`src/rtl/ifd_cfg.svh`:
```
// constants for the input function dispatch block
// assumes a single 125 MHz sys_clk and synchronous active-high reset
// Function
// - forced-terminal input active: frequency and run sources come from terminals
// - forced-terminal input inactive: stored frequency and run source settings used
// - forced-terminal change while running: stop motor first, then switch sources
// - torque-permit input active enables torque command; inactive keeps normal mode
// - power-total-clear input active clears accumulated input power total
// - seven program inputs each appear as general bits to user program
// - analog-hold active freezes analog command; inactive passes it through
// - with hold active, up/down adjustment uses the held value as reference
// - up/down memory mode enabled with analog hold active: up/down result stored to nonvolatile memory
// - at reset release with hold still active, keep the value held before
// - set switch under hold keeps frequency; recapture only after hold re-asserts
// - three position selects form index, third most significant, choosing 0..7
// - no position select assigned: stored position zero is used
// - position index accepted only after selects stable for determination delay
`ifndef IFD_CFG_SVH
`define IFD_CFG_SVH
`define IFD_NUM_TERM 7
`define IFD_CODE_W 7
`define IFD_FN_FORCE 7'h33
`define IFD_FN_TORQUE 7'h34
`define IFD_FN_PCLR 7'h35
`define IFD_FN_PRG0 7'h38
`define IFD_FN_PRG6 7'h3E
`define IFD_FN_AHOLD 7'h41
`define IFD_FN_POS0 7'h42
`define IFD_FN_POS2 7'h44
`define IFD_FN_NONE 7'h7F
`define IFD_ANA_W 12
`define IFD_DLY_W 16
`define IFD_SRC_W 2
`define IFD_SRC_TERM 2'h1
`define IFD_SYNC_SETTLE 2'h2
`endif

```
`src/rtl/ifd_pkg.sv`:
```
// types for the input function dispatch block
// assumes ifd_cfg.svh is included by users of the constants
package ifd_pkg;
	typedef enum logic [1:0] {
		IFD_SW_IDLE,
		IFD_SW_STOP,
		IFD_SW_APPLY
	} ifd_sw_state_t;
endpackage

```
`src/rtl/ifd_sync.sv`:
```
// two-flop synchroniser for one pin
// assumes the pin is asynchronous to sys_clk
module ifd_sync (
	input wire logic sys_clk,
	input wire logic srst,
	input wire logic pin,
	output logic sync
);
	logic meta_q;
	logic meta_d;
	logic sync_q;
	logic sync_d;
	always_comb begin
		meta_d = pin;
		sync_d = meta_q;
	end
	always_ff @(posedge sys_clk) begin
		if (srst) begin
			meta_q <= 1'b0;
			sync_q <= 1'b0;
		end else begin
			meta_q <= meta_d;
			sync_q <= sync_d;
		end
	end
	assign sync = sync_q;
endmodule // ifd_sync

```
`src/rtl/ifd_top.sv`:
```
// maps multifunction input terminals to drive functions
// assumes terminals are raw pins; settings and analog value are on sys_clk
`include "ifd_cfg.svh"
module ifd_top (
	input wire logic sys_clk,
	input wire logic srst,
	input wire logic [6:0] term_pins,
	input wire logic [48:0] term_codes,
	input wire logic [1:0] freq_source_setting,
	input wire logic [1:0] run_cmd_source_setting,
	input wire logic motor_running,
	input wire logic [11:0] analog_in,
	input wire logic updown_mem_en,
	input wire logic [11:0] updown_result,
	input wire logic set_select,
	input wire logic [15:0] pos_det_delay,
	output logic [1:0] freq_src_eff,
	output logic [1:0] run_src_eff,
	output logic stop_request,
	output logic torque_cmd_permit,
	output logic power_total_clear,
	output logic [6:0] program_gp_inputs,
	output logic [11:0] analog_cmd,
	output logic [11:0] updown_ref,
	output logic nv_store_stb,
	output logic [11:0] nv_store_data,
	output logic [2:0] pos_index,
	output logic pos_index_valid
);
	logic [6:0] term_s;
	genvar gi;
	generate
		for (gi = 0; gi < `IFD_NUM_TERM; gi++) begin : g_sync
			ifd_sync u_sync (
				.sys_clk(sys_clk),
				.srst(srst),
				.pin(term_pins[gi]),
				.sync(term_s[gi])
			);
		end
	endgenerate

	// function decode: OR of every terminal carrying the code
	// a code on no terminal leaves its function inactive
	logic f_force, f_torque, f_pclr, f_ahold;
	logic [6:0] f_prg;
	logic [2:0] f_pos;
	logic any_pos;
	always_comb begin
		f_force = 1'b0;
		f_torque = 1'b0;
		f_pclr = 1'b0;
		f_ahold = 1'b0;
		f_prg = 7'h00;
		f_pos = 3'h0;
		any_pos = 1'b0;
		for (int i = 0; i < `IFD_NUM_TERM; i++) begin
			logic [6:0] c;
			c = term_codes[i*7 +: 7];
			if (c == `IFD_FN_FORCE) f_force = f_force | term_s[i];
			if (c == `IFD_FN_TORQUE) f_torque = f_torque | term_s[i];
			if (c == `IFD_FN_PCLR) f_pclr = f_pclr | term_s[i];
			if (c == `IFD_FN_AHOLD) f_ahold = f_ahold | term_s[i];
			for (int k = 0; k < 7; k++) begin
				if (c == `IFD_FN_PRG0 + 7'(k)) f_prg[k] = f_prg[k] | term_s[i];
			end
			for (int k = 0; k < 3; k++) begin
				if (c == `IFD_FN_POS0 + 7'(k)) begin
					f_pos[k] = f_pos[k] | term_s[i];
					any_pos = 1'b1;
				end
			end
		end
		if (!any_pos) f_pos = 3'h0;
	end

	// source forcing with stop-before-switch
	// a change while running waits for the motor to stop
	ifd_pkg::ifd_sw_state_t sw_q, sw_d;
	logic force_q, force_d, stop_q, stop_d;
	logic [1:0] fsrc_q, fsrc_d, rsrc_q, rsrc_d;
	logic torque_q, torque_d, pclr_q, pclr_d;
	logic [6:0] prg_q, prg_d;
	always_comb begin
		sw_d = sw_q;
		force_d = force_q;
		stop_d = 1'b0;
		unique case (sw_q)
			ifd_pkg::IFD_SW_IDLE: begin
				if (f_force != force_q) begin
					if (motor_running) begin
						sw_d = ifd_pkg::IFD_SW_STOP;
						stop_d = 1'b1;
					end else begin
						force_d = f_force;
					end
				end
			end
			ifd_pkg::IFD_SW_STOP: begin
				stop_d = 1'b1;
				if (!motor_running) sw_d = ifd_pkg::IFD_SW_APPLY;
			end
			ifd_pkg::IFD_SW_APPLY: begin
				force_d = f_force;
				sw_d = ifd_pkg::IFD_SW_IDLE;
			end
		endcase
		fsrc_d = force_d ? `IFD_SRC_TERM : freq_source_setting;
		rsrc_d = force_d ? `IFD_SRC_TERM : run_cmd_source_setting;
		torque_d = f_torque;
		pclr_d = f_pclr;
		prg_d = f_prg;
	end
	always_ff @(posedge sys_clk) begin
		if (srst) begin
			sw_q <= ifd_pkg::IFD_SW_IDLE;
			force_q <= 1'b0;
			stop_q <= 1'b0;
			fsrc_q <= 2'h0;
			rsrc_q <= 2'h0;
			torque_q <= 1'b0;
			pclr_q <= 1'b0;
			prg_q <= 7'h00;
		end else begin
			sw_q <= sw_d;
			force_q <= force_d;
			stop_q <= stop_d;
			fsrc_q <= fsrc_d;
			rsrc_q <= rsrc_d;
			torque_q <= torque_d;
			pclr_q <= pclr_d;
			prg_q <= prg_d;
		end
	end

	// analog hold; held value survives reset so it is reused after release
	logic [11:0] held_q, held_d, ana_q, ana_d, uref_q, uref_d, nvd_q, nvd_d;
	logic hold_prev_q, hold_prev_d, nvs_q, nvs_d;
	// hold edge tracking waits until the synchronisers show real pin levels
	logic [1:0] sv_q, sv_d;
	always_comb begin
		held_d = held_q;
		sv_d = (sv_q == `IFD_SYNC_SETTLE) ? sv_q : sv_q + 2'h1;
		hold_prev_d = (sv_q == `IFD_SYNC_SETTLE) ? f_ahold : hold_prev_q;
		if (f_ahold && !hold_prev_q) held_d = analog_in;
		ana_d = f_ahold ? held_q : analog_in;
		uref_d = f_ahold ? held_q : analog_in;
		nvs_d = updown_mem_en && f_ahold && (updown_result != nvd_q);
		nvd_d = nvs_d ? updown_result : nvd_q;
	end
	always_ff @(posedge sys_clk) begin
		held_q <= held_d;
		if (srst) begin
			hold_prev_q <= 1'b1;
			sv_q <= 2'h0;
			ana_q <= 12'h000;
			uref_q <= 12'h000;
			nvs_q <= 1'b0;
			nvd_q <= 12'h000;
		end else begin
			hold_prev_q <= hold_prev_d;
			sv_q <= sv_d;
			ana_q <= ana_d;
			uref_q <= uref_d;
			nvs_q <= nvs_d;
			nvd_q <= nvd_d;
		end
	end

	// position select settling
	// any candidate change restarts the settle count
	logic [2:0] pos_cand_q, pos_cand_d, pos_q, pos_d;
	logic [15:0] cnt_q, cnt_d;
	logic pv_q, pv_d;
	always_comb begin
		pos_cand_d = f_pos;
		cnt_d = cnt_q;
		pos_d = pos_q;
		pv_d = 1'b0;
		if (f_pos != pos_cand_q) begin
			cnt_d = 16'h0000;
		end else if (cnt_q < pos_det_delay) begin
			cnt_d = cnt_q + 16'h0001;
		end else begin
			pos_d = pos_cand_q;
			pv_d = 1'b1;
		end
	end
	always_ff @(posedge sys_clk) begin
		if (srst) begin
			pos_cand_q <= 3'h0;
			cnt_q <= 16'h0000;
			pos_q <= 3'h0;
			pv_q <= 1'b0;
		end else begin
			pos_cand_q <= pos_cand_d;
			cnt_q <= cnt_d;
			pos_q <= pos_d;
			pv_q <= pv_d;
		end
	end

	assign freq_src_eff = fsrc_q;
	assign run_src_eff = rsrc_q;
	assign stop_request = stop_q;
	assign torque_cmd_permit = torque_q;
	assign power_total_clear = pclr_q;
	assign program_gp_inputs = prg_q;
	assign analog_cmd = ana_q;
	assign updown_ref = uref_q;
	assign nv_store_stb = nvs_q;
	assign nv_store_data = nvd_q;
	assign pos_index = pos_q;
	assign pos_index_valid = pv_q;
endmodule // ifd_top

```
`config.mk`:
```
export PLATFORM = sky130hd
export DESIGN_NAME = ifd_top
export DESIGN_NICKNAME = d
export VERILOG_FILES = /design/src/rtl/ifd_pkg.sv /design/src/rtl/ifd_sync.sv /design/src/rtl/ifd_top.sv
export VERILOG_INCLUDE_DIRS = /design/src /design/src/rtl
export SDC_FILE = /design/constraint.sdc
export NUM_CORES = 1
export LEC_CHECK = 0
export BUFFER_PORTS_ARGS = -buffer_cell sky130_fd_sc_hd__buf_2
export CORE_MARGIN = 10
export CORE_UTILIZATION = 48
export CTS_BUF_LIST = sky130_fd_sc_hd__clkbuf_2
export DETAILED_ROUTE_END_ITERATION = 7
export PLACE_DENSITY = 0.84
export SLEW_MARGIN = 20
export SYNTH_ARGS = -nofsm -noshare
export SYNTH_HDL_FRONTEND = slang
export SYNTH_SLANG_ARGS = --single-unit
```
`constraint.sdc`:
```
create_clock -name sys_clk -period 2.5 [get_ports sys_clk]
set_input_delay 0.25 -clock sys_clk [delete_from_list [all_inputs] [get_ports sys_clk]]
set_output_delay 0.25 -clock sys_clk [all_outputs]
set_load 0.05 [all_outputs]
```
Word level (Yosys, flattened, before mapping)
Cells that the tools add are included.
Widths: inputs -> output; s select.
- add/sub/neg operators: 2
- order comparisons: 1
- equal/unequal tests: 107
- mux-type cells: 134
- bitwise gates (word level): 86
- reduce and logical (&&, ||, !) cells: 9
- operator list (cell ; count):
    $eq 7x6->1 const B ; 70
    $eq 7x7->1 const B ; 28
    $mux 1 ; 126
    $or 1x1->1 ; 84
    $add 16x1->16 const B ; 1
    $lt 16x16->1 ; 1
    $mux 12 ; 1
    $ne 12x12->1 ; 1
    $mux 2 ; 3
    $ne 2x2->1 const B ; 3
    $pmux 2 s3 ; 1
    $eq 2x2->1 const B ; 2
    $pmux 1 s2 ; 2
    $reduce_or 2->1 ; 2
    $logic_and 1x1->1 ; 3
    $mux 3 ; 1
    $ne 3x3->1 ; 1
    $reduce_and 3->1 ; 1
    $add 2x1->2 const B ; 1
    $eq 2x1->1 const B ; 1
    $logic_not 2->1 ; 1
    $not 1->1 ; 2
    $reduce_and 2->1 ; 1
    $logic_not 1->1 ; 1
    $ne 1x1->1 ; 1
- register bits after elaboration: 94
- output and inout bits: 55
- logic and storage cells: 373

Depth between registers and ports, before layout
Gate-level depths: netlist of the first run.
- depth in word-level cells: 26
- gate-level depth with buffers: 10
- mapped depth without buffers: 9

Cells and area by module
A second synthesis of the first run with hierarchy kept.
- cell total of the unflattened synthesis: 581
- area, all modules: 5217.5 um^2
- by module, submodules not included (module ; instances ; cells an instance ; area each (um^2) ; sequential area each (um^2)):
    ifd_top ; 1 ; 553 ; 4849.7 ; 1721.7
    ifd_sync ; 7 ; 4 ; 52.6 ; 40.0

Worst setup path before layout of the first run
No wires, ideal clock.
- path type: input port to flip-flop
- from: input port term_codes[40]
- to: register held_q[0] (enable)
- arrival: 1988 ps
- path slack: 131 ps
- cell stages on the path: 6
- buffers on the path: 1
- cell sequence: or3b_1 > or3_1 > nand4_1 > nor4b_4 > buf_2 > nor2_1
- cells in the longest elaborated chain, start to end: 5
- RTL lines (element ; line ; RTL):
    start, declared ; ifd_top.sv:8 ; input wire logic [48:0] term_codes,
    $eq 7x7->1 (no source line) * ; n/a ;
    $mux 1 * ; ifd_top.sv:63 ; if (c == `IFD_FN_AHOLD) f_ahold = f_ahold | term_s[i];
    $or 1x1->1 ; ifd_top.sv:63 ;
    $mux 1 * ; ifd_top.sv:63 ;
    $logic_and 1x1->1 * ; ifd_top.sv:145 ; if (f_ahold && !hold_prev_q) held_d = analog_in;
    end signal, assigned ; ifd_top.sv:152 ; held_q <= held_d;
    end, declared ; ifd_top.sv:137 ; logic [11:0] held_q, held_d, ana_q, ana_d, uref_q, uref_d, nvd_q, nvd_d;
Every way passes the cells marked *; elsewhere a longest branch is shown, timed or not.
A chain may end at the register's enable or synchronous reset.

Worst setup path after layout of the first run
- from: register cnt_q[9]
- to: register cnt_q[8]
- cells in the longest elaborated chain, start to end: 1
- RTL lines (element ; line ; RTL):
    start, declared ; ifd_top.sv:173 ; logic [15:0] cnt_q, cnt_d;
    start signal, assigned ; ifd_top.sv:197 ; cnt_q <= cnt_d;
    $lt 16x16->1 ; ifd_top.sv:182 ; end else if (cnt_q < pos_det_delay) begin
Every way passes these cells.

==> out/metrics.yaml, run 1 <==
detailed_routing:
  wire_per_inst_um: 18.2
  vias_per_cell: 5.66
  drt_iter0_markers: 472
  postRouteAntennaNets: 0
  vias: 5143
  routed_wl_um: 16600
  drc_errors: 0
  drt_pass1_iterations: 5
clocking:
  clockRootBuffer: "clkbuf_2"
  numClockSinks: 94
  clk_latency_ns: 0.60
  cts_buffers: 9
  tritoncts: "done"
  clk_pin_slew_ns: 0.28
  htree_num_levels: 3
  clockBufferDepth: 2
floorplanning:
  start_util_pct: 49.4
  die_area_mm2: 0.0152
  coreArea_mm2: 0.0104
  dieWidth_um: 123
  fp.dieH_um: 123
  pin_count: 160
  fp-row-count: 37
global_route:
  grt.overflow.total: 0
  grt_pass1_vias: 5142
  grt_max_degree: 31
  grt_pass1_wl_um: 25500
  grt_use_total_pct: 21.0
  antenna_found_initial: 5
logic_synthesis:
  synthDistinctLibCells: 63
  synth_edf_count: 12
  ys_seq_area_share_pct: 39.0
  ys_dominant_reg_cell: "dfxtp_1"
  syn_inst: 569
  syn_area_per_cell_um2: 9.01
  synthArstFlopShare_pct: 0
  syn-cell-area_mm2: 0.00513
  synth_simple_gate_area_share_pct: 30.5
  synth-adder-area-share_pct: 4.88
  synth-xor-area-share_pct: 4.95
  yosys_warnings: 0
  syn-num-nets: 694
  synth.mux.area_fraction_pct: 5.47
  ys_ff_latch: 94
  synth_compound_area_share_pct: 10.2
  synth_top_family_by_area: "simple AND/OR/NAND/NOR gates"
timing:
  final-hold-violation-count: 0
  drv_slew: 0
  tns_ns: 0
  finalCritPeriodShare_pct: 94.4
  worst_slew_margin_rel_pct: 61.2
  fmax_mhz: 424
  worst_pin_slew_ns: 0.577
  period_needed_ns: 2.36
  rsz0062_at_grt: "no"
  setup_viol_count_final: 0
  skew_ns: 0.0579
job:
  drv_cap: 0
layout:
  seq_area_mm2: 0.00200
  multi_input_area_mm2: 0.00287
  layout.nets: 888
  fill_cells: 900
  postLayoutCoreUtil_pct: 62.9
  drive_gt1_share_pct: 25.8
  syn_to_final_growth_pct: 27.2
place:
  io_buffer_count: 158
  dpl.hpwl_um: 12800
  gp_congestion: 0.951
setup_path:
  cp-end-kind: "flop"
  start_kind: "flop"
  critPathKind: "flop to flop"
  arrival_ns: 2.87
  path_max_fanout: 7
  r2r_cells: 9
  crit_required_ns: 3.01
hold_path:
  hold_depth: 3
  min_path_type: "input port to flop"
power_and_ir_drop:
  power_leakage_nw: 2.95
  p_per_area_mw_per_mm2: 462
  peakVddDrop_v: 0.000413
run_status:
  status: "completed"
per-stage QoR:
step	hold slack, ns	std cells	setup slack (ns)	cell area (µm²)	power (mW)
floorplan	0.349	569	0.131	5130	2.03
global placement	0.418	849	0.253	6010	2.21
detailed placement	0.425	849	0.163	6010	2.26
CTS	0.00507	904	0.148	6510	3.03
global route	0.0158	909	0.0224	6520	3.16
finish	0.0376	909	0.139	6520	3.01
layer usage:
layer / vias up / track usage, % / share of wire (%)
met3: 46 / 3.87 / 7.1
li1: 2445 / - / -
met5: - / 0 / 0
met4: 0 / 10.8 / 3.9
met1: 2419 / 23.4 / 37
met2: 233 / 37.4 / 52
cells in the final DEF (no fill, tap or decap), types with 10 or more instances in the layout:
| master | Yosys | routed |
|---|---|---|
| buf_2 | 2 | 158 |
| dfxtp_1 | 82 | 82 |
| nor2_1 | 78 | 78 |
| dlygate4sd3_1 | 0 | 39 |
| mux2i_1 | 28 | 28 |
| nand2_1 | 27 | 27 |
| inv_1 | 25 | 25 |
| nor2b_1 | 25 | 25 |
| nand3_1 | 23 | 23 |
| ha_1 | 20 | 20 |
| xor2_1 | 18 | 18 |
| nand4_1 | 15 | 15 |
| a21oi_1 | 15 | 15 |
| nand2b_1 | 14 | 14 |
| a31oi_1 | 13 | 13 |
| nor3_1 | 13 | 13 |
| edfxtp_1 | 12 | 12 |
| xnor2_1 | 11 | 11 |
| o21ai_0 | 11 | 11 |
| buf_4 | 13 | 11 |
| nor4_1 | 10 | 10 |
report_power, final:
| part | switching [mW] | internal [mW] |
|---|---|---|
| combinational | 0.389 | 0.255 |
| sequential | 0.0388 | 1.60 |
| clock | 0.578 | 0.155 |
| total | 1.01 | 2.01 |
state kept, by name, summed over array words and instances, names as in the netlist:
| signal | cells |
|---|---|
| cnt_q | 16 |
| force_q | 1 |
| freq_src_eff | 2 |
| g_sync.u_sync.meta_q | 7 |
| g_sync.u_sync.sync | 7 |
| held_q | 12 |
| hold_prev_q | 1 |
| nv_store_data | 12 |
| nv_store_stb | 1 |
| pos_cand_q | 3 |
| pos_index | 3 |
| pos_index_valid | 1 |
| power_total_clear | 1 |
| program_gp_inputs | 7 |
| run_src_eff | 2 |
| stop_request | 1 |
| sv_q | 2 |
| sw_q | 2 |
| torque_cmd_permit | 1 |
| updown_ref | 12 |
worst paths after layout:
kind,startpoint,to,slack (ns)
max,cnt_q[9]$_SDFFE_PP0N_,cnt_q[8]$_SDFFE_PP0N_,0.14
min,term_codes[0],program_gp_inputs[3]$_SDFF_PP0_,0.04
max reg2reg,cnt_q[9]$_SDFFE_PP0N_,cnt_q[8]$_SDFFE_PP0N_,0.14
min reg2reg,g_sync[5].u_sync.meta_q$_SDFF_PP0_,g_sync[5].u_sync.sync$_SDFF_PP0_,0.45
cell type report:
cell class,instances,share of cell area (%)
multi-input combinational,425,44.0
sequential,94,30.7
timing repair buffer,208,19.4
tap,136,2.61
inverter,25,1.44
clock inverter,7,0.940
clock buffer,9,0.691
antenna,5,0.192
timing repair:
action,in CTS,in global routing
setup endpoints to repair,0,2
gates resized for setup,0,1
endpoints found under the hold margin,50,0
buffers inserted,0,0
hold buffers,39,0
critical path, stage by stage, from the launching register on:
cell and delay, ns:
dfxtp_1 0.48, ha_1 0.28, a21oi_1 0.13, o21ai_0 0.16
a211oi_1 0.22, o31ai_1 0.13, buf_4 0.16, or2_1 0.28
or3_1 0.32, a21oi_1 0.14
logic make-up (layout without fill, tap and decap cells):
family,after synthesis,in the layout
compound gates,78,78
xor+xnor,29,29
fa+ha+maj,20,20
buf+inv,50,249
flops,94,94
mux,28,28
other cells,0,5
simple gates,270,270
cell usage after synthesis (all sizes together), types with 12 or more instances:
cell type,number,area [µm²]
ha,20,250
xor2,18,158
a31oi,13,81.3
dfxtp,82,1640
buf,17,130
nand2,27,101
nand3,23,115
nor2b,25,156
inv,25,93.8
nor4,12,87.6
nor2,78,293
nor3,13,65.1
edfxtp,12,360
mux2i,28,280
nand2b,14,87.6
nand4,15,93.8
a21oi,15,75.1
Note: power is estimated with default switching activity, not from simulation.
==> inputs of run 2 (changes only) <==
- PLACE_DENSITY: 0.84 -> default
- PLACE_DENSITY_LB_ADDON: default -> 0.25
==> run 2 against run 1 <==
Non-clock buffer count grew 5. Routed wire length down 5.2%. First-iteration DRC count fell by 15%. Sequential power about the same. Die area unchanged. Global-route usage shrank 0.89 points. Register-to-register slack is essentially flat. Clock power increased by 3%. Cell count is 0.22% higher. Final area rose by 0.65%. Clock skew shrank 0.013 ns. Sequential cell count is the same. Largest cell class unchanged.
==> out/metrics.yaml, run 2 (synthesis results as in run 1) <==
run_status:
  status: "completed"  # unchanged
power_and_ir_drop:
  p_per_area_mw_per_mm2: 460  # was 462 mW/mm²
  power_leakage_nw: 2.98  # was 2.95 nW
  power.share.sequential_pct: 54.1  # was 54.3%
  combPwrFrac_pct: 21.0  # was 21.4%
  pwr-share-clk_pct: 24.9  # was 24.3%
  p_total_mw: 3.02  # was 3.01 mW
  peakVddDrop_v: 0.000355  # was 0.000413 V
  power.internal_mw: 2.01  # about the same
  p_sw_share_pct: 33.3  # was 33.4%
  p_sw_mw: 1.01  # about the same
setup_path:
  slowest_stage: "or4bb_1"  # was dfxtp_1
  cp-end-kind: "flop"  # unchanged
  r2r-end: "cnt_q[2]$_SDFFE_PP0N_"  # was cnt_q[8]$_SDFFE_PP0N_
  crit_chain: "or4bb_1 > o22ai_1 > a2111oi_2 > xor2_1 > nand4b_2 > buf_4 > nor2_1"  # was ha_1 > a21oi_1 > o21ai_0 > a211oi_1 > o31ai_1 > buf_4 > or2_1 > or3_1 > a21oi_1
  path_max_fanout: 7  # unchanged
  rr_startpoint: "g_sync[6].u_sync.sync$_SDFF_PP0_"  # was cnt_q[9]$_SDFFE_PP0N_
  r2r_cells: 7  # was 9
  crit_cells: 7  # was 9
  critPathKind: "flop to flop"  # unchanged
  start_kind: "flop"  # unchanged
  arrival_ns: 2.88  # was 2.87 ns
  cp_top_family: "simple AND/OR/NAND/NOR gates"  # was compound AO/OA/AOI/OAI gates
  setup.worst_path.start: "g_sync[6].u_sync.sync$_SDFF_PP0_"  # was cnt_q[9]$_SDFFE_PP0N_
  critical_path.max_stage_delay_ns: 0.57  # was 0.48 ns
  crit_buf_inv: 1  # unchanged
  reg2reg_slack_ns: 0.14  # about the same
  crit_required_ns: 3.02  # was 3.01 ns
job:
  drv_cap: 0  # unchanged
detailed_routing:
  routed_wl_um: 15700  # was 16600 µm
  drt_iter0_markers: 401  # was 472
  drt_pass1_iterations: 5  # unchanged
  wire_per_inst_um: 17.2  # was 18.2 µm
  vias: 5024  # was 5143
  drc_errors: 0  # unchanged
  vias_per_cell: 5.51  # was 5.66
  postRouteAntennaNets: 0  # unchanged
clocking:
  clk_latency_ns: 0.58  # was 0.60 ns
  clk_pin_slew_ns: 0.30  # was 0.28 ns
  clockRootBuffer: "clkbuf_2"  # unchanged
  numClockSinks: 94  # unchanged
  cts_buffers: 9  # unchanged
  tritoncts: "done"  # unchanged
  htree_num_levels: 3  # unchanged
  clockBufferDepth: 2  # unchanged
layout:
  stdcell_area_mm2: 0.00656  # was 0.00652 mm²
  top_register: "cnt_q"  # unchanged
  syn_to_final_growth_pct: 28.0  # was 27.2%
  final_cell_mix: "158 x buf_2, 78 x nor2_1, 78 x dfxtp_1"  # was 158 x buf_2, 82 x dfxtp_1, 78 x nor2_1
  instances_no_fill: 911  # was 909
  drive_gt1_share_pct: 26.6  # was 25.8%
  layout_commonest_cell: "buf_2"  # unchanged
  largest_register_ffs: 16  # unchanged
  postLayoutCoreUtil_pct: 63.3  # was 62.9%
  layout.nets: 893  # was 888
timing:
  setup_viol_count_final: 0  # unchanged
  finalCritPeriodShare_pct: 94.3  # was 94.4%
  drv_slew: 0  # unchanged
  fin_ws_ns: 0.143  # was 0.139 ns
  worst_pin_slew_ns: 0.566  # was 0.577 ns
  fmax_mhz: 424  # about the same
  skew_ns: 0.0449  # was 0.0579 ns
  final-hold-violation-count: 0  # unchanged
  period_needed_ns: 2.36  # about the same
  tns_ns: 0  # unchanged
  rsz0062_at_grt: "no"  # unchanged
  worst_slew_margin_rel_pct: 61.8  # was 61.2%
  hold_ws_ns: 0.0535  # was 0.0376 ns
hold_path:
  min_path_type: "input port to flop"  # unchanged
  hold_start: "updown_mem_en"  # was term_codes[0]
  hold_depth: 4  # was 3
  min_to: "nv_store_data[4]$_SDFFE_PP0P_"  # was program_gp_inputs[3]$_SDFF_PP0_
floorplanning:
  die_area_mm2: 0.0152  # unchanged
  fp-row-count: 37  # unchanged
  coreArea_mm2: 0.0104  # unchanged
  dieWidth_um: 123  # unchanged
  start_util_pct: 49.4  # unchanged
  fp.dieH_um: 123  # unchanged
  pin_count: 160  # unchanged
global_route:
  grt.overflow.total: 0  # unchanged
  grt_use_total_pct: 20.1  # was 21.0%
  grt_pass1_wl_um: 24500  # was 25500 µm
  antenna_found_initial: 0  # was 5
  grt_max_degree: 27  # was 31
  grt_pass1_vias: 5004  # was 5142
place:
  io_buffer_count: 158  # unchanged
  pre_cts_ws_ns: 0.110  # was 0.163 ns
  dpl.hpwl_um: 12100  # was 12800 µm
  gp_congestion: 0.983  # was 0.951
  post_dp_cell_area_mm2: 0.00604  # was 0.00601 mm²
  dpl.cell_count: 853  # was 849
run 2: cell types whose count changed in the layout (fill, tap and decap cells not counted):
cell	change
buf_4	+4
dfxtp_1	-4
dfxtp_2	+4
diode_2	-3
clkinv_4	-1
clkinv_8	+1
dlygate4sd3_1	+1
inv_6	+1
inv_8	-1
run 2: repair_timing:
action                                 in CTS  in global routing
hold buffers                               40                  0
buffers inserted                            0                  0
endpoints found under the hold margin      52                  0
setup endpoints to repair                   0                  3
gates resized for setup                     0                  5
run 2: power groups by stage:
| stage | logic, mW | registers (mW) | clock network, mW |
|---|---|---|---|
| after global routing | 0.704 | 1.64 | 0.831 |
| after global placement | 0.558 | 1.66 | 0 |
| after CTS | 0.631 | 1.63 | 0.773 |
| after floorplan | 0.307 | 1.73 | 0 |
| final | 0.633 | 1.63 | 0.751 |
| after detailed placement | 0.581 | 1.66 | 0 |
run 2: metal layers:
metal	up-vias	wire length (µm)	share of wire, %	track usage (%)
li1	2453	-	-	-
met1	2325	6480	41	24.3
met2	212	7650	49	34.1
met3	34	1230	7.8	4.56
met4	0	333	2.1	7.64
met5	-	0	0	0
run 2: cell type report:
| class | instances | area [µm²] |
|---|---|---|
| multi-input combinational | 425 | 2870 |
| inverter | 25 | 93.8 |
| timing repair buffer | 213 | 1300 |
| clock buffer | 9 | 45.0 |
| clock inverter | 7 | 66.3 |
| sequential | 94 | 2010 |
| fill | 898 | 3810 |
| tap | 136 | 170 |
| antenna | 2 | 5.00 |
run 2: worst max path at each step:
stage	slack, ns	endpoint
2_1_floorplan	0.13	held_q[0]$_DFFE_PP_
3_3_place_gp	0.20	cnt_q[15]$_SDFFE_PP0N_
3_5_place_dp	0.11	cnt_q[3]$_SDFFE_PP0N_
4_1_cts	0.13	cnt_q[4]$_SDFFE_PP0N_
5_1_grt	0.01	cnt_q[8]$_SDFFE_PP0N_
6_report	0.14	cnt_q[2]$_SDFFE_PP0N_
run 2: worst register-to-register path, delay by kind of cell (launching register included):
family / cells / cell delay [ns]
xor gates and xnor gates: 1 / 0.23
and+or+nand+nor: 3 / 0.92
DFF: 1 / 0.49
AOI/OAI and AO/OA: 2 / 0.44
buffers and inverters: 1 / 0.23
